<file path="src/lchm_pkg.sv">
// shared constants and types of the legacy compatibility health monitor
package lchm_pkg;
   localparam int AXI_AW = 8;
   localparam int DW = 16;
   // register byte addresses
   localparam logic [7:0] ADDR_CTRL = 8'h00;
   localparam logic [7:0] ADDR_INIT_PTR = 8'h04;
   localparam logic [7:0] ADDR_BLK_CNT = 8'h08;
   localparam logic [7:0] ADDR_MON_PTR = 8'h0c;
   localparam logic [7:0] ADDR_IAW = 8'h10;
   localparam logic [7:0] ADDR_INT_STAT = 8'h20;
   localparam logic [7:0] ADDR_INT_MASK = 8'h24;
   // health word index; byte address is four times it
   localparam logic [5:0] HEALTH_IDX = 6'h06;
   localparam logic [7:0] ADDR_HEALTH = {HEALTH_IDX, 2'b00};
   // health word fields
   localparam int HB_MEM = 15;
   localparam int HB_LOOP = 14;
   localparam int HB_TAPAR = 13;
   localparam int HB_SELFTEST = 12;
   localparam int HB_TXA = 11;
   localparam int HB_TXB = 10;
   localparam int UDB_W = 10;
   // control fields
   localparam int CTRL_MON_EN = 0;
   localparam int CTRL_BUF_MODE = 6;
   // interrupt status fields
   localparam int IRQ_W = 2;
   localparam int IRQ_BLK = 0;
   localparam int IRQ_HEALTH = 1;
   // reset values and steps
   localparam logic [15:0] INIT_PTR_RST = 16'h0000;
   localparam logic [15:0] BLK_CNT_RST = 16'h0004;
   localparam logic [15:0] DESC_STRIDE = 16'h0008;
   localparam logic [15:0] ONE16 = 16'h0001;
   localparam logic [1:0] RESP_OKAY = 2'b00;
   localparam logic [1:0] RESP_SLVERR = 2'b10;

   typedef struct packed {
      logic mem_fail;
      logic loop_fail;
      logic tx_timeout_a;
      logic tx_timeout_b;
   } lchm_health_evt_t;

   typedef struct packed {
      logic valid;
      logic [15:0] addr;
   } lchm_desc_wr_t;
endpackage

</file>
<file path="src/lchm_top.sv">
// health word, monitor pointer wrap and axi4-lite registers
// How it works
// RULE_01 - each capture with monitor enabled stores its descriptor at pointer, then pointer steps eight, except after the extra message.
// RULE_02 - reaching block count raises block count interrupt, pointer not reloaded.
// RULE_03 - one more message then lands at the next sequential address.
// RULE_04 - after that extra message the pointer reloads to its initial value.
// RULE_05 - block count interrupt loads interrupt address word with last descriptor.
// RULE_06 - health bit 15 sets on a failed backend memory access.
// RULE_07 - health bit 14 sets on transmitter loopback failure.
// RULE_08 - health bit 13 sets on terminal address parity error.
// RULE_09 - health bit 11 sets on channel A transmitter timeout.
// RULE_10 - health bit 10 sets on channel B transmitter timeout.
// RULE_11 - hardware never sets health bit 12 or bits 9 to 0.
// RULE_12 - host may write every health bit, set or clear.
// RULE_13 - after reset health bits 9 to 0 hold the version code.
// RULE_14 - buffered data mode bit 6 is not implemented, reads zero.
// RULE_15 - host must program all configuration before operation.
// RULE_16 - legacy write strobe low only when select and read/write low.
// RULE_17 - legacy data input muxes backend read data or host write data.
// RULE_18 - legacy interrupt pins are inverted core interrupt outputs.
// RULE_19 - terminal active is inverted busy; rom enable held high.
`timescale 1ns/1ps
module lchm_top #(
   parameter logic [9:0] VERSION = 10'h2a5 // arbitrary value
) (
   input wire logic i_clk,
   input wire logic i_resetn,
   input wire logic [7:0] i_s_axi_awaddr,
   input wire logic [2:0] i_s_axi_awprot,
   input wire logic i_s_axi_awvalid,
   output logic o_s_axi_awready,
   input wire logic [31:0] i_s_axi_wdata,
   input wire logic [3:0] i_s_axi_wstrb,
   input wire logic i_s_axi_wvalid,
   output logic o_s_axi_wready,
   output logic [1:0] o_s_axi_bresp,
   output logic o_s_axi_bvalid,
   input wire logic i_s_axi_bready,
   input wire logic [7:0] i_s_axi_araddr,
   input wire logic [2:0] i_s_axi_arprot,
   input wire logic i_s_axi_arvalid,
   output logic o_s_axi_arready,
   output logic [31:0] o_s_axi_rdata,
   output logic [1:0] o_s_axi_rresp,
   output logic o_s_axi_rvalid,
   input wire logic i_s_axi_rready,
   input wire logic i_msg_captured,
   input wire lchm_pkg::lchm_health_evt_t i_health_evt,
   input wire logic [4:0] i_terminal_address_in,
   input wire logic i_terminal_addr_parity_in,
   input wire logic i_core_busy,
   input wire logic i_legacy_chip_select_n,
   input wire logic i_legacy_read_write_n,
   input wire logic [15:0] i_backend_read_data,
   input wire logic [15:0] i_host_write_data,
   input wire logic i_data_sel_backend,
   input wire logic i_backend_data_drive_en,
   input wire logic i_host_data_drive_en,
   output lchm_pkg::lchm_desc_wr_t o_desc_wr,
   output logic o_terminal_addr_error,
   output logic o_irq,
   output logic o_host_write_strobe_n,
   output logic o_host_write_n,
   output logic o_legacy_high_irq_n,
   output logic o_legacy_message_irq_n,
   output logic o_legacy_terminal_active_n,
   output logic o_legacy_rom_enable_n,
   output logic [15:0] o_legacy_data_input,
   output logic o_legacy_data_drive_en
);
   logic aw_have_r, w_have_r;
   logic [7:0] wr_addr_r;
   logic [31:0] wr_data_r;
   logic [3:0] wr_strb_r;
   logic wr_do;
   logic wr_hit;
   logic [31:0] rd_mux;
   logic rd_hit;
   logic ctrl_mon_en_r;
   logic [15:0] init_ptr_r, blk_cnt_r, ptr_r, count_r, iaw_r;
   logic extra_r;
   logic blk_evt;
   logic [15:0] health_r, health_nxt;
   logic [4:0] taddr_s1_r, taddr_s2_r;
   logic par_s1_r, par_s2_r;
   logic tapar_err;
   logic [lchm_pkg::IRQ_W-1:0] int_stat_r, int_stat_nxt, int_mask_r;
   logic health_evt_any;
   logic wr_health;

   // axi write channels, taken in either order
   assign wr_do = aw_have_r && w_have_r && !o_s_axi_bvalid;
   always_comb begin
      case (wr_addr_r)
         lchm_pkg::ADDR_CTRL, lchm_pkg::ADDR_INIT_PTR,
         lchm_pkg::ADDR_BLK_CNT, lchm_pkg::ADDR_MON_PTR,
         lchm_pkg::ADDR_IAW, lchm_pkg::ADDR_HEALTH,
         lchm_pkg::ADDR_INT_STAT, lchm_pkg::ADDR_INT_MASK: wr_hit = 1'b1;
         default: wr_hit = 1'b0;
      endcase
   end

   always_ff @(posedge i_clk or negedge i_resetn) begin
      if (!i_resetn) begin
         aw_have_r <= 1'b0;
         w_have_r <= 1'b0;
         wr_addr_r <= 8'h00;
         wr_data_r <= 32'h0000_0000;
         wr_strb_r <= 4'h0;
         o_s_axi_awready <= 1'b1;
         o_s_axi_wready <= 1'b1;
         o_s_axi_bvalid <= 1'b0;
         o_s_axi_bresp <= lchm_pkg::RESP_OKAY;
      end else begin
         if (i_s_axi_awvalid && o_s_axi_awready) begin
            aw_have_r <= 1'b1;
            wr_addr_r <= i_s_axi_awaddr;
            o_s_axi_awready <= 1'b0;
         end
         if (i_s_axi_wvalid && o_s_axi_wready) begin
            w_have_r <= 1'b1;
            wr_data_r <= i_s_axi_wdata;
            wr_strb_r <= i_s_axi_wstrb;
            o_s_axi_wready <= 1'b0;
         end
         if (wr_do) begin
            aw_have_r <= 1'b0;
            w_have_r <= 1'b0;
            o_s_axi_bvalid <= 1'b1;
            o_s_axi_bresp <= wr_hit ? lchm_pkg::RESP_OKAY
                                    : lchm_pkg::RESP_SLVERR;
         end
         if (o_s_axi_bvalid && i_s_axi_bready) begin
            o_s_axi_bvalid <= 1'b0;
            o_s_axi_awready <= 1'b1;
            o_s_axi_wready <= 1'b1;
         end
      end
   end

   // read side
   always_comb begin
      rd_mux = 32'h0000_0000;
      rd_hit = 1'b1;
      case (i_s_axi_araddr)
         lchm_pkg::ADDR_CTRL: rd_mux[lchm_pkg::CTRL_MON_EN] = ctrl_mon_en_r;
         lchm_pkg::ADDR_INIT_PTR: rd_mux[15:0] = init_ptr_r;
         lchm_pkg::ADDR_BLK_CNT: rd_mux[15:0] = blk_cnt_r;
         lchm_pkg::ADDR_MON_PTR: rd_mux[15:0] = ptr_r;
         lchm_pkg::ADDR_IAW: rd_mux[15:0] = iaw_r;
         lchm_pkg::ADDR_HEALTH: rd_mux[15:0] = health_r;
         lchm_pkg::ADDR_INT_STAT: rd_mux[lchm_pkg::IRQ_W-1:0] = int_stat_r;
         lchm_pkg::ADDR_INT_MASK: rd_mux[lchm_pkg::IRQ_W-1:0] = int_mask_r;
         default: rd_hit = 1'b0;
      endcase
   end

   always_ff @(posedge i_clk or negedge i_resetn) begin
      if (!i_resetn) begin
         o_s_axi_arready <= 1'b1;
         o_s_axi_rvalid <= 1'b0;
         o_s_axi_rdata <= 32'h0000_0000;
         o_s_axi_rresp <= lchm_pkg::RESP_OKAY;
      end else if (i_s_axi_arvalid && o_s_axi_arready) begin
         o_s_axi_arready <= 1'b0;
         o_s_axi_rvalid <= 1'b1;
         o_s_axi_rdata <= rd_mux;
         o_s_axi_rresp <= rd_hit ? lchm_pkg::RESP_OKAY
                                 : lchm_pkg::RESP_SLVERR;
      end else if (o_s_axi_rvalid && i_s_axi_rready) begin
         o_s_axi_rvalid <= 1'b0;
         o_s_axi_arready <= 1'b1;
      end
   end

   // configuration; buffered mode bit is not stored
   always_ff @(posedge i_clk or negedge i_resetn) begin
      if (!i_resetn) begin
         ctrl_mon_en_r <= 1'b0;
         init_ptr_r <= lchm_pkg::INIT_PTR_RST;
         blk_cnt_r <= lchm_pkg::BLK_CNT_RST;
         int_mask_r <= '0;
      end else if (wr_do) begin
         if (wr_addr_r == lchm_pkg::ADDR_CTRL && wr_strb_r[0])
            ctrl_mon_en_r <= wr_data_r[lchm_pkg::CTRL_MON_EN]; // RULE_14
         if (wr_addr_r == lchm_pkg::ADDR_INIT_PTR) begin
            if (wr_strb_r[0]) init_ptr_r[7:0] <= wr_data_r[7:0];
            if (wr_strb_r[1]) init_ptr_r[15:8] <= wr_data_r[15:8];
         end
         if (wr_addr_r == lchm_pkg::ADDR_BLK_CNT) begin
            if (wr_strb_r[0]) blk_cnt_r[7:0] <= wr_data_r[7:0];
            if (wr_strb_r[1]) blk_cnt_r[15:8] <= wr_data_r[15:8];
         end
         if (wr_addr_r == lchm_pkg::ADDR_INT_MASK && wr_strb_r[0])
            int_mask_r <= wr_data_r[lchm_pkg::IRQ_W-1:0];
      end
   end

   // monitor descriptor pointer and block count wrap
   assign blk_evt = ctrl_mon_en_r && i_msg_captured && !extra_r &&
                    (count_r + lchm_pkg::ONE16 == blk_cnt_r);
   always_ff @(posedge i_clk or negedge i_resetn) begin
      if (!i_resetn) begin
         ptr_r <= lchm_pkg::INIT_PTR_RST;
         count_r <= 16'h0000;
         extra_r <= 1'b0;
         iaw_r <= 16'h0000;
         o_desc_wr <= '0;
      end else begin
         o_desc_wr.valid <= ctrl_mon_en_r && i_msg_captured;
         if (!ctrl_mon_en_r) begin
            ptr_r <= init_ptr_r;
            count_r <= 16'h0000;
            extra_r <= 1'b0;
         end else if (i_msg_captured) begin
            o_desc_wr.addr <= ptr_r; // RULE_01
            if (extra_r) begin
               ptr_r <= init_ptr_r; // RULE_04
               count_r <= 16'h0000;
               extra_r <= 1'b0;
            end else begin
               ptr_r <= ptr_r + lchm_pkg::DESC_STRIDE; // RULE_01 RULE_03
               if (blk_evt) begin
                  extra_r <= 1'b1; // RULE_02
                  iaw_r <= ptr_r; // RULE_05
               end else begin
                  count_r <= count_r + lchm_pkg::ONE16;
               end
            end
         end
      end
   end

   // terminal address pin synchronisers, odd parity expected
   always_ff @(posedge i_clk or negedge i_resetn) begin
      if (!i_resetn) begin
         taddr_s1_r <= 5'h00;
         taddr_s2_r <= 5'h00;
         par_s1_r <= 1'b1;
         par_s2_r <= 1'b1;
         o_terminal_addr_error <= 1'b0;
      end else begin
         taddr_s1_r <= i_terminal_address_in;
         taddr_s2_r <= taddr_s1_r;
         par_s1_r <= i_terminal_addr_parity_in;
         par_s2_r <= par_s1_r;
         o_terminal_addr_error <= tapar_err;
      end
   end
   assign tapar_err = !(^{taddr_s2_r, par_s2_r});

   // health word: hardware sets win over a host write
   assign wr_health = wr_do && wr_addr_r == lchm_pkg::ADDR_HEALTH;
   always_comb begin
      health_nxt = health_r;
      if (wr_health) begin // RULE_12
         if (wr_strb_r[0]) health_nxt[7:0] = wr_data_r[7:0];
         if (wr_strb_r[1]) health_nxt[15:8] = wr_data_r[15:8];
      end
      if (i_health_evt.mem_fail) health_nxt[lchm_pkg::HB_MEM] = 1'b1; // RULE_06
      if (i_health_evt.loop_fail) health_nxt[lchm_pkg::HB_LOOP] = 1'b1; // RULE_07
      if (tapar_err) health_nxt[lchm_pkg::HB_TAPAR] = 1'b1; // RULE_08
      if (i_health_evt.tx_timeout_a) health_nxt[lchm_pkg::HB_TXA] = 1'b1; // RULE_09
      if (i_health_evt.tx_timeout_b) health_nxt[lchm_pkg::HB_TXB] = 1'b1; // RULE_10
   end
   always_ff @(posedge i_clk or negedge i_resetn) begin
      if (!i_resetn) health_r <= {6'h00, VERSION}; // RULE_13
      else health_r <= health_nxt; // RULE_11
   end

   // interrupt status, write one to clear, set wins
   assign health_evt_any = i_health_evt.mem_fail | i_health_evt.loop_fail |
                           i_health_evt.tx_timeout_a |
                           i_health_evt.tx_timeout_b | tapar_err;
   always_comb begin
      int_stat_nxt = int_stat_r;
      if (wr_do && wr_addr_r == lchm_pkg::ADDR_INT_STAT && wr_strb_r[0])
         int_stat_nxt = int_stat_r & ~wr_data_r[lchm_pkg::IRQ_W-1:0];
      if (blk_evt) int_stat_nxt[lchm_pkg::IRQ_BLK] = 1'b1; // RULE_02
      if (health_evt_any) int_stat_nxt[lchm_pkg::IRQ_HEALTH] = 1'b1;
   end
   always_ff @(posedge i_clk or negedge i_resetn) begin
      if (!i_resetn) begin
         int_stat_r <= '0;
         o_irq <= 1'b0;
      end else begin
         int_stat_r <= int_stat_nxt;
         o_irq <= |(int_stat_r & int_mask_r);
      end
   end

   lchm_legacy_wrap u_wrap (
      .i_clk(i_clk),
      .i_resetn(i_resetn),
      .i_legacy_chip_select_n(i_legacy_chip_select_n),
      .i_legacy_read_write_n(i_legacy_read_write_n),
      .i_high_prio_irq_out(int_stat_r[lchm_pkg::IRQ_HEALTH] &
                           int_mask_r[lchm_pkg::IRQ_HEALTH]),
      .i_message_irq_out(int_stat_r[lchm_pkg::IRQ_BLK] &
                         int_mask_r[lchm_pkg::IRQ_BLK]),
      .i_core_busy(i_core_busy),
      .i_backend_read_data(i_backend_read_data),
      .i_host_write_data(i_host_write_data),
      .i_data_sel_backend(i_data_sel_backend),
      .i_backend_data_drive_en(i_backend_data_drive_en),
      .i_host_data_drive_en(i_host_data_drive_en),
      .o_host_write_strobe_n(o_host_write_strobe_n),
      .o_host_write_n(o_host_write_n),
      .o_legacy_high_irq_n(o_legacy_high_irq_n),
      .o_legacy_message_irq_n(o_legacy_message_irq_n),
      .o_legacy_terminal_active_n(o_legacy_terminal_active_n),
      .o_legacy_rom_enable_n(o_legacy_rom_enable_n),
      .o_legacy_data_input(o_legacy_data_input),
      .o_legacy_data_drive_en(o_legacy_data_drive_en)
   );

   ptr_step_a: assert property (@(posedge i_clk) disable iff (!i_resetn)
      ctrl_mon_en_r && i_msg_captured && !extra_r |=>
      ptr_r == $past(ptr_r) + lchm_pkg::DESC_STRIDE &&
      o_desc_wr.addr == $past(ptr_r)) // RULE_01
      else $error("pointer did not step by eight");
   blk_irq_a: assert property (@(posedge i_clk) disable iff (!i_resetn)
      blk_evt |=> int_stat_r[lchm_pkg::IRQ_BLK] && extra_r &&
      ptr_r != init_ptr_r) // RULE_02
      else $error("block count interrupt missing");
   extra_seq_a: assert property (@(posedge i_clk) disable iff (!i_resetn)
      ctrl_mon_en_r && i_msg_captured && extra_r |=>
      o_desc_wr.addr == iaw_r + lchm_pkg::DESC_STRIDE) // RULE_03
      else $error("extra message not sequential");
   ptr_reload_a: assert property (@(posedge i_clk) disable iff (!i_resetn)
      ctrl_mon_en_r && i_msg_captured && extra_r |=>
      ptr_r == $past(init_ptr_r) && !extra_r) // RULE_04
      else $error("pointer not reloaded after extra");
   iaw_load_a: assert property (@(posedge i_clk) disable iff (!i_resetn)
      blk_evt |=> iaw_r == $past(ptr_r)) // RULE_05
      else $error("interrupt address word wrong");
   health_set_a: assert property (@(posedge i_clk) disable iff (!i_resetn)
      i_health_evt.mem_fail |=> health_r[lchm_pkg::HB_MEM]) // RULE_06
      else $error("memory fail bit not set");
   loop_set_a: assert property (@(posedge i_clk) disable iff (!i_resetn)
      i_health_evt.loop_fail |=> health_r[lchm_pkg::HB_LOOP]) // RULE_07
      else $error("loopback fail bit not set");
   parity_set_a: assert property (@(posedge i_clk) disable iff (!i_resetn)
      $rose(tapar_err) |=> health_r[lchm_pkg::HB_TAPAR] &&
      o_terminal_addr_error) // RULE_08
      else $error("parity bit not set");
   txa_set_a: assert property (@(posedge i_clk) disable iff (!i_resetn)
      i_health_evt.tx_timeout_a |=> health_r[lchm_pkg::HB_TXA]) // RULE_09
      else $error("channel a timeout bit not set");
   txb_set_a: assert property (@(posedge i_clk) disable iff (!i_resetn)
      i_health_evt.tx_timeout_b |=> health_r[lchm_pkg::HB_TXB]) // RULE_10
      else $error("channel b timeout bit not set");
   hw_quiet_a: assert property (@(posedge i_clk) disable iff (!i_resetn)
      !wr_health |=> health_r[lchm_pkg::HB_SELFTEST] ==
      $past(health_r[lchm_pkg::HB_SELFTEST]) &&
      health_r[lchm_pkg::UDB_W-1:0] ==
      $past(health_r[lchm_pkg::UDB_W-1:0])) // RULE_11
      else $error("hardware changed host-only bits");
   host_write_a: assert property (@(posedge i_clk) disable iff (!i_resetn)
      wr_health && wr_strb_r[1:0] == 2'b11 && !health_evt_any |=>
      health_r == $past(wr_data_r[15:0])) // RULE_12
      else $error("host write to health word lost");
   buf_zero_a: assert property (@(posedge i_clk) disable iff (!i_resetn)
      o_s_axi_rvalid && $past(i_s_axi_araddr == lchm_pkg::ADDR_CTRL &&
      i_s_axi_arvalid && o_s_axi_arready) |->
      o_s_axi_rdata[lchm_pkg::CTRL_BUF_MODE] == 1'b0) // RULE_14
      else $error("buffer mode bit read nonzero");
endmodule // lchm_top

</file>
<file path="src/lchm_legacy_wrap.sv">
// legacy pinout mapping onto the core host and status signals
`timescale 1ns/1ps
module lchm_legacy_wrap (
   input wire logic i_clk,
   input wire logic i_resetn,
   input wire logic i_legacy_chip_select_n,
   input wire logic i_legacy_read_write_n,
   input wire logic i_high_prio_irq_out,
   input wire logic i_message_irq_out,
   input wire logic i_core_busy,
   input wire logic [15:0] i_backend_read_data,
   input wire logic [15:0] i_host_write_data,
   input wire logic i_data_sel_backend,
   input wire logic i_backend_data_drive_en,
   input wire logic i_host_data_drive_en,
   output logic o_host_write_strobe_n,
   output logic o_host_write_n,
   output logic o_legacy_high_irq_n,
   output logic o_legacy_message_irq_n,
   output logic o_legacy_terminal_active_n,
   output logic o_legacy_rom_enable_n,
   output logic [15:0] o_legacy_data_input,
   output logic o_legacy_data_drive_en
);
   logic cs_s1_r, cs_s2_r, rw_s1_r, rw_s2_r;
   logic wr_n;

   // pin synchronisers
   always_ff @(posedge i_clk or negedge i_resetn) begin
      if (!i_resetn) begin
         cs_s1_r <= 1'b1;
         cs_s2_r <= 1'b1;
         rw_s1_r <= 1'b1;
         rw_s2_r <= 1'b1;
      end else begin
         cs_s1_r <= i_legacy_chip_select_n;
         cs_s2_r <= cs_s1_r;
         rw_s1_r <= i_legacy_read_write_n;
         rw_s2_r <= rw_s1_r;
      end
   end

   assign wr_n = !(!cs_s2_r && !rw_s2_r); // RULE_16

   always_ff @(posedge i_clk or negedge i_resetn) begin
      if (!i_resetn) begin
         o_host_write_strobe_n <= 1'b1;
         o_host_write_n <= 1'b1;
         o_legacy_high_irq_n <= 1'b1;
         o_legacy_message_irq_n <= 1'b1;
         o_legacy_terminal_active_n <= 1'b1;
         o_legacy_rom_enable_n <= 1'b1;
         o_legacy_data_input <= 16'h0000;
         o_legacy_data_drive_en <= 1'b0;
      end else begin
         o_host_write_strobe_n <= wr_n; // RULE_16
         o_host_write_n <= wr_n;
         o_legacy_high_irq_n <= !i_high_prio_irq_out; // RULE_18
         o_legacy_message_irq_n <= !i_message_irq_out; // RULE_18
         o_legacy_terminal_active_n <= !i_core_busy; // RULE_19
         o_legacy_rom_enable_n <= 1'b1; // RULE_19
         o_legacy_data_input <= i_data_sel_backend ? i_backend_read_data
                                                   : i_host_write_data; // RULE_17
         o_legacy_data_drive_en <= i_backend_data_drive_en
                                   | i_host_data_drive_en;
      end
   end

   strobe_map_a: assert property (@(posedge i_clk) disable iff (!i_resetn)
      $past(!cs_s2_r && !rw_s2_r) == !o_host_write_strobe_n) // RULE_16
      else $error("write strobe not cs and rw low");
   data_mux_a: assert property (@(posedge i_clk) disable iff (!i_resetn)
      $past(i_data_sel_backend) |->
      o_legacy_data_input == $past(i_backend_read_data)) // RULE_17
      else $error("data input not from backend");
   irq_invert_a: assert property (@(posedge i_clk) disable iff (!i_resetn)
      o_legacy_message_irq_n == !$past(i_message_irq_out) &&
      o_legacy_high_irq_n == !$past(i_high_prio_irq_out)) // RULE_18
      else $error("legacy irq not inverted");
   rom_busy_a: assert property (@(posedge i_clk) disable iff (!i_resetn)
      o_legacy_rom_enable_n &&
      o_legacy_terminal_active_n == !$past(i_core_busy)) // RULE_19
      else $error("rom enable or terminal active wrong");
endmodule // lchm_legacy_wrap

</file>
<file path="config.mk">
export PLATFORM = sky130hd
export DESIGN_NAME = lchm_top
export DESIGN_NICKNAME = d
export VERILOG_FILES = /design/src/lchm_pkg.sv /design/src/lchm_top.sv /design/src/lchm_legacy_wrap.sv
export SDC_FILE = /design/constraint.sdc
export NUM_CORES = 1
export LEC_CHECK = 0
export BUFFER_PORTS_ARGS = -buffer_cell sky130_fd_sc_hd__buf_2
export CAP_MARGIN = 20
export CORE_AREA = 2 2 160 162
export CTS_CLUSTER_SIZE = 20
export DETAILED_ROUTE_END_ITERATION = 8
export DIE_AREA = 0 0 162 164
export GPL_TIMING_DRIVEN = 0
export PLACE_DENSITY = 0.68
export REMOVE_ABC_BUFFERS = 1
export SLEW_MARGIN = 20
export SYNTH_ARGS = -nofsm -noshare
export SYNTH_HDL_FRONTEND = slang
export SYNTH_SLANG_ARGS = --single-unit
</file>
<file path="constraint.sdc">
create_clock -name i_clk -period 3 [get_ports i_clk]
set_input_delay 0.45 -clock i_clk [delete_from_list [all_inputs] [get_ports i_clk]]
set_output_delay 0.45 -clock i_clk [all_outputs]
set_load 0.005 [all_outputs]
</file>
# Word-level counts from Yosys, hierarchy flattened
# Cells that the tools add are included.
# totals
regBits	211
latch_bits	0
mem_bits_rw	0
romBits	0
input_bits	114
out_inout_bits	83
word_cells	189
n_memories	0
# op_classes
addsub	2
mul	0
div	0
magnitude_cmp	0
n_eq_ne	19
n_shift	0
muxes	44
bitwise_logic	11
n_reduce_logical	63
# ops
op	count
$mux W16	9
$pmux W14 S5	1
$eq A8 B4 Y1 const B	4
$eq A8 B5 Y1 const B	4
$eq A8 B6 Y1 const B	4
$reduce_bool A2 Y1	16
$mux W1	27
$reduce_and A2 Y1	11
$add A16 B1 Y16 const B	1
$add A16 B4 Y16 const B	1
$eq A16 B16 Y1	1
$eq A8 B3 Y1 const B	2
$logic_and A1 B1 Y1	16
$logic_not A8 Y1	2
$mux W8	2
$reduce_or A8 Y1	2
$reduce_and A3 Y1	4
$logic_not A1 Y1	9
$pmux W1 S8	1
$pmux W1 S7	1
$mux W2	3
$ne A2 B2 Y1 const B	3
$reduce_xor A6 Y1	1
$or A1 B1 Y1	5
other kinds (7)	9

# Logic depth before layout (Yosys ltp)
# depth
depth_word	7
depth_mapped	11
mapped_depth_nobuf	8

# By module
# From an unflattened synthesis, not the netlist that was laid out.
# unflattened
cells_unflattened	833
area_unflattened_um2	9813.2
# by_module_without_submodules
mod	instances	cells_per_inst	area_each_um2	seq_area_each_um2
lchm_top	1	782	8886.0	4618.2
lchm_legacy_wrap	1	51	927.1	635.6

# Worst setup path after synthesis
# OpenSTA, ideal clock, no wires.
# synth_path
path_type	register to register
from	register count_r[0]
to	register iaw_r[14]
setup_time_ps	125
arrival_time_ps	2591
required_ps	2875
slack_ps	284
path_stages_with_launch	10
path_buffers	2
period_less_slack_ps	2716
path_cell_list	dfrtp_1 ha_1 nand3_1 or4_4 a211oi_2 nor3_1 or4_4 buf_6 buf_6 mux2_4
# synth_via
elab_chain_cells	4
# synth_lines
item	line	rtl
start: declaration	lchm_top.sv:80	logic [15:0] init_ptr_r, blk_cnt_r, ptr_r, count_r, iaw_r;
start signal: assignment	lchm_top.sv:227	count_r <= count_r + lchm_pkg::ONE16;
$add A16 B1 Y16	lchm_top.sv:201	(count_r + lchm_pkg::ONE16 == blk_cnt_r);
$eq A16 B16 Y1	lchm_top.sv:201	
$logic_and A1 B1 Y1	lchm_top.sv:200	assign blk_evt = ctrl_mon_en_r && i_msg_captured && !extra_r &&
$reduce_and A4 Y1 (no source line)	-	
end signal: assignment	lchm_top.sv:225	iaw_r <= ptr_r;
end: declaration	lchm_top.sv:80	
# No other way between the ends.
# A chain may end at the register's enable or synchronous reset.

# Worst setup path after layout
# layout_path
from	register count_r[8]
to	register count_r[12]
# layout_via
elab_chain_cells	5
elab_cells_between_ends	9
cone_classes	add/sub (1); eq/ne (2); mux (4); reduce/logical (2)
# layout_lines
item	line
$add A16 B1 Y16 (*)	lchm_top.sv:201, lchm_top.sv:227
$eq A16 B16 Y1 or $mux W16 (tied branches)	lchm_top.sv:201, lchm_top.sv:223
$logic_and A1 B1 Y1 or $mux W16 (tied branches)	lchm_top.sv:200, lchm_top.sv:217
$ne A3 B3 Y1 (no source line) or $mux W16 (tied branches)	-
$reduce_and A2 Y1 (no source line) or $mux W16 (tied branches)	-
# Every way passes the cells marked *; elsewhere a longest branch is shown, timed or not. The select of a mux whose other input is x is not followed.

==> impl_metrics.py <==
metrics = {
    "global_route": {
        "grt_start_max_net_pins": 89,
        "antenna_found_initial": 1,
        "met3_usage_pct": 4.29,
        "groute.usage.overall_pct": 17.5,
        "grtUsageMet1_pct": 23.6,
        "top_usage_layer": "met2",
        "grt_pass1_wl_um": 37100,
        "grt.met2_usage_pct": 28.4,
        "grt_pass1_vias": 6892,
        "globalRouteOverflowTotal": 0,
    },
    "synth": {
        "synth-seq-cells": 209,
        "synth_compound_area_share_pct": 9.87,
        "synth_edf_count": 0,
        "synth-async-reset-ratio_pct": 100,
        "syn_avg_cell_area_um2": 11.7,
        "synth_cells": 814,
        "yosysSeqAreaShare_pct": 55.0,
        "synth_top_family_by_area": "multiplexers",
        "synth_xor_area_share_pct": 2.29,
        "synthAdderAreaFrac_pct": 0.262,
        "yosys.area_share.simple_pct": 10.7,
        "synth.mux.area_fraction_pct": 17.6,
        "ys.flop_type": "dfrtp_1",
        "ys_types": 59,
        "synth_warnings": 0,
        "synth_area_um2": 9560,
    },
    "detailed_routing": {
        "post_drt_wl_per_cell_um": 17.6,
        "drt-initial-drc-count": 349,
        "vias_per_cell": 5.24,
        "via_count": 6872,
        "drt-pass1-iter-count": 5,
        "remaining_drc_errors": 0,
        "postRouteAntennaNets": 0,
        "wirelength_um": 23100,
    },
    "layout": {
        "nets": 1082,
        "layout-drive-gt1-share_pct": 39.1,
        "syn_to_final_growth_pct": 20.9,
        "diodes": 0,
        "fillers": 2296,
        "final_cell_mix": "186 x dfrtp_1, 152 x buf_2, 123 x mux2_2, 52 x nor2_1, 45 x nand2_1",
        "final_common_cell": "dfrtp_1",
    },
    "critical_path": {
        "end_kind": "flop",
        "reg2reg_depth": 7,
        "r2r_start": "count_r[8]",
        "reg2reg_to": "count_r[12]",
        "crit_type": "flop to flop",
        "cp_data_required_time_ns": 3.39,
        "cp-startpoint": "count_r[8]",
        "cp-endpoint": "count_r[12]",
        "worstPathArrival_ns": 3.30,
        "r2r_slack_ns": 0.09,
        "worst-path-max-fanout": 6,
        "worst_setup_path_start_kind": "flop",
    },
    "sta": {
        "timing.final.crit_share_pct": 97.1,
        "drv_slew": 0,
        "fmax_mhz": 343,
        "post-route-min-period_ns": 2.91,
        "fin_ws_ns": 0.0874,
        "setup_violations": 0,
        "rsz0062_at_grt": "false",
        "finalSetupTns_ns": 0,
        "fin_skew_ns": 0.0110,
        "timing.slew.headroom_pct": 33.2,
        "tightest_slew_ns": 1.00,
        "final_hold_viol_count": 0,
    },
    "hold_path": {
        "worstHoldPathType": "primary input to flop",
    },
    "pwr": {
        "power-per-cell-area_nw_per_um2": 642,
        "p_leak_nw": 5.46,
        "irDropWorstVdd_v": 0.000518,
    },
    "clock_network": {
        "path_clk_slew_ns": 0.07,
        "cts_max_path_buffers": 3,
        "cts_made_buffers": 22,
        "h-tree-depth": 1,
        "tritoncts": "built",
        "clkSinkCount": 209,
        "worst_skew_pair.late_latency_ns": 0.51,
        "ctsRootBufferMaster": "clkbuf_16",
    },
    "floorplan": {
        "die_area_um2": 26600,
        "num_rows": 58,
        "die_y_um": 164,
        "io_pins": 197,
        "coreArea_um2": 24800,
        "initial_core_util_pct": 38.5,
        "die_x_um": 162,
    },
    "placement": {
        "dpl.hpwl_um": 15400,
        "pre_cts_slack_ns": -0.746,
        "io_buffer_count": 153,
        "gp_congestion": 0.840,
    },
    "status": {
        "outcome": "finished clean",
    },
    "flow_run": {
        "drv_cap": 0,
    },
}
[worst max-delay path, cell delays in order (launching register included)]
cell and delay, ns:
dfrtp_1 0.46, nand4_1 0.32, nor4_4 0.44, xnor2_1 0.20
o2111ai_1 0.26, or4_4 0.61, and4_1 0.23, o311a_1 0.28
[kinds of logic (layout without fill, tap and decap cells)]
logic type | after synthesis | count (layout)
AOI/OAI and AO/OA | 144 | 144
xor gates and xnor gates | 25 | 25
adders and majority gates | 2 | 2
buffers and inverters | 80 | 229
DFF | 209 | 209
muxes | 150 | 150
other | 2 | 19
and+or+nand+nor | 202 | 204
[worst min path at each step]
| stage | from | endpoint | cells past startpoint | slack [ns] |
|---|---|---|---|---|
| final | i_legacy_read_write_n | u_wrap.rw_s1_r | 1 | 0.04 |
| after global routing | i_legacy_chip_select_n | u_wrap.cs_s1_r | 1 | 0.02 |
| after CTS | i_legacy_chip_select_n | u_wrap.cs_s1_r | 1 | 0.02 |
| after detailed placement | taddr_s1_r[0] | taddr_s2_r[0] | 0 | 0.33 |
| after global placement | taddr_s1_r[0] | taddr_s2_r[0] | 0 | 0.33 |
| after floorplan | i_resetn | aw_have_r | 0 | 0.15 |
[cells in the mapped netlist, drive strengths merged (12+ instances only)]
| master | number | area (um2) |
|---|---|---|
| a221oi | 14 | 123 |
| nor3 | 14 | 70.1 |
| a21oi | 32 | 160 |
| dfrtp | 190 | 4750 |
| nand2 | 47 | 176 |
| a31oi | 19 | 119 |
| nand3 | 12 | 60.1 |
| dfstp | 19 | 499 |
| clkbuf | 32 | 120 |
| nor2 | 52 | 195 |
| inv | 17 | 63.8 |
| o21ai | 33 | 165 |
| mux2 | 125 | 1420 |
| nand2b | 13 | 81.3 |
| mux2i | 24 | 240 |
| buf | 31 | 225 |
| xnor2 | 18 | 158 |
[power breakdown]
part | internal, mW | total [mW] | switching, mW
Combinational | 0.486 | 0.908 | 0.423
Clock | 1.80 | 2.93 | 1.12
Sequential | 3.21 | 3.59 | 0.383
Total | 5.50 | 7.43 | 1.93
[per-stage QoR]
stage                     instance area (um2)  power [mW]  utilization [%]  hold WS (ns)  std cells
after CTS                               11500        7.50             46.3        0.0236       1308
after floorplan                          9280        4.08                -         0.154        768
after global placement                  10500        4.48             42.1         0.332       1251
after global routing                    11600        7.77             46.6        0.0238       1312
final                                   11600        7.43             46.6        0.0423       1312
after detailed placement                10600        4.54             42.5         0.335       1255
[flip-flops by register name (all words and copies together), names as in the netlist, 2 cells and up]
register,cells
o_desc_wr,17
blk_cnt_r,16
count_r,16
health_r,16
iaw_r,16
init_ptr_r,16
o_s_axi_rdata,16
ptr_r,16
u_wrap.o_legacy_data_input,16
wr_data_r,16
wr_addr_r,8
taddr_s1_r,5
taddr_s2_r,5
int_mask_r,2
int_stat_r,2
wr_strb_r,2
[routing by layer]
layer,vias up,wire [um]
met2,258,10700
met1,3379,10200
met3,37,1730
li1,3196,-
met4,2,428
met5,-,12
[timing repair]
| action | 4_1_cts | 5_1_grt |
|---|---|---|
| gates resized for setup | 12 | 6 |
| hold endpoints to repair | 56 | 0 |
| setup endpoints to repair | 34 | 28 |
| pin swaps | 4 | 3 |
| buffers inserted | 10 | 4 |
| hold buffers | 1 | 0 |
| gates cloned | 2 | 0 |
[layout make-up]
cell class | instances | area [um2] | share of cell area (%)
tap | 330 | 413 | 3.57
clock inverter | 9 | 124 | 1.07
clock buffer | 31 | 666 | 5.76
timing repair buffer | 172 | 965 | 8.34
multi-input combinational | 544 | 4070 | 35.2
inverter | 17 | 63.8 | 0.552
sequential | 209 | 5260 | 45.5
(Power assumes the default switching activity.)
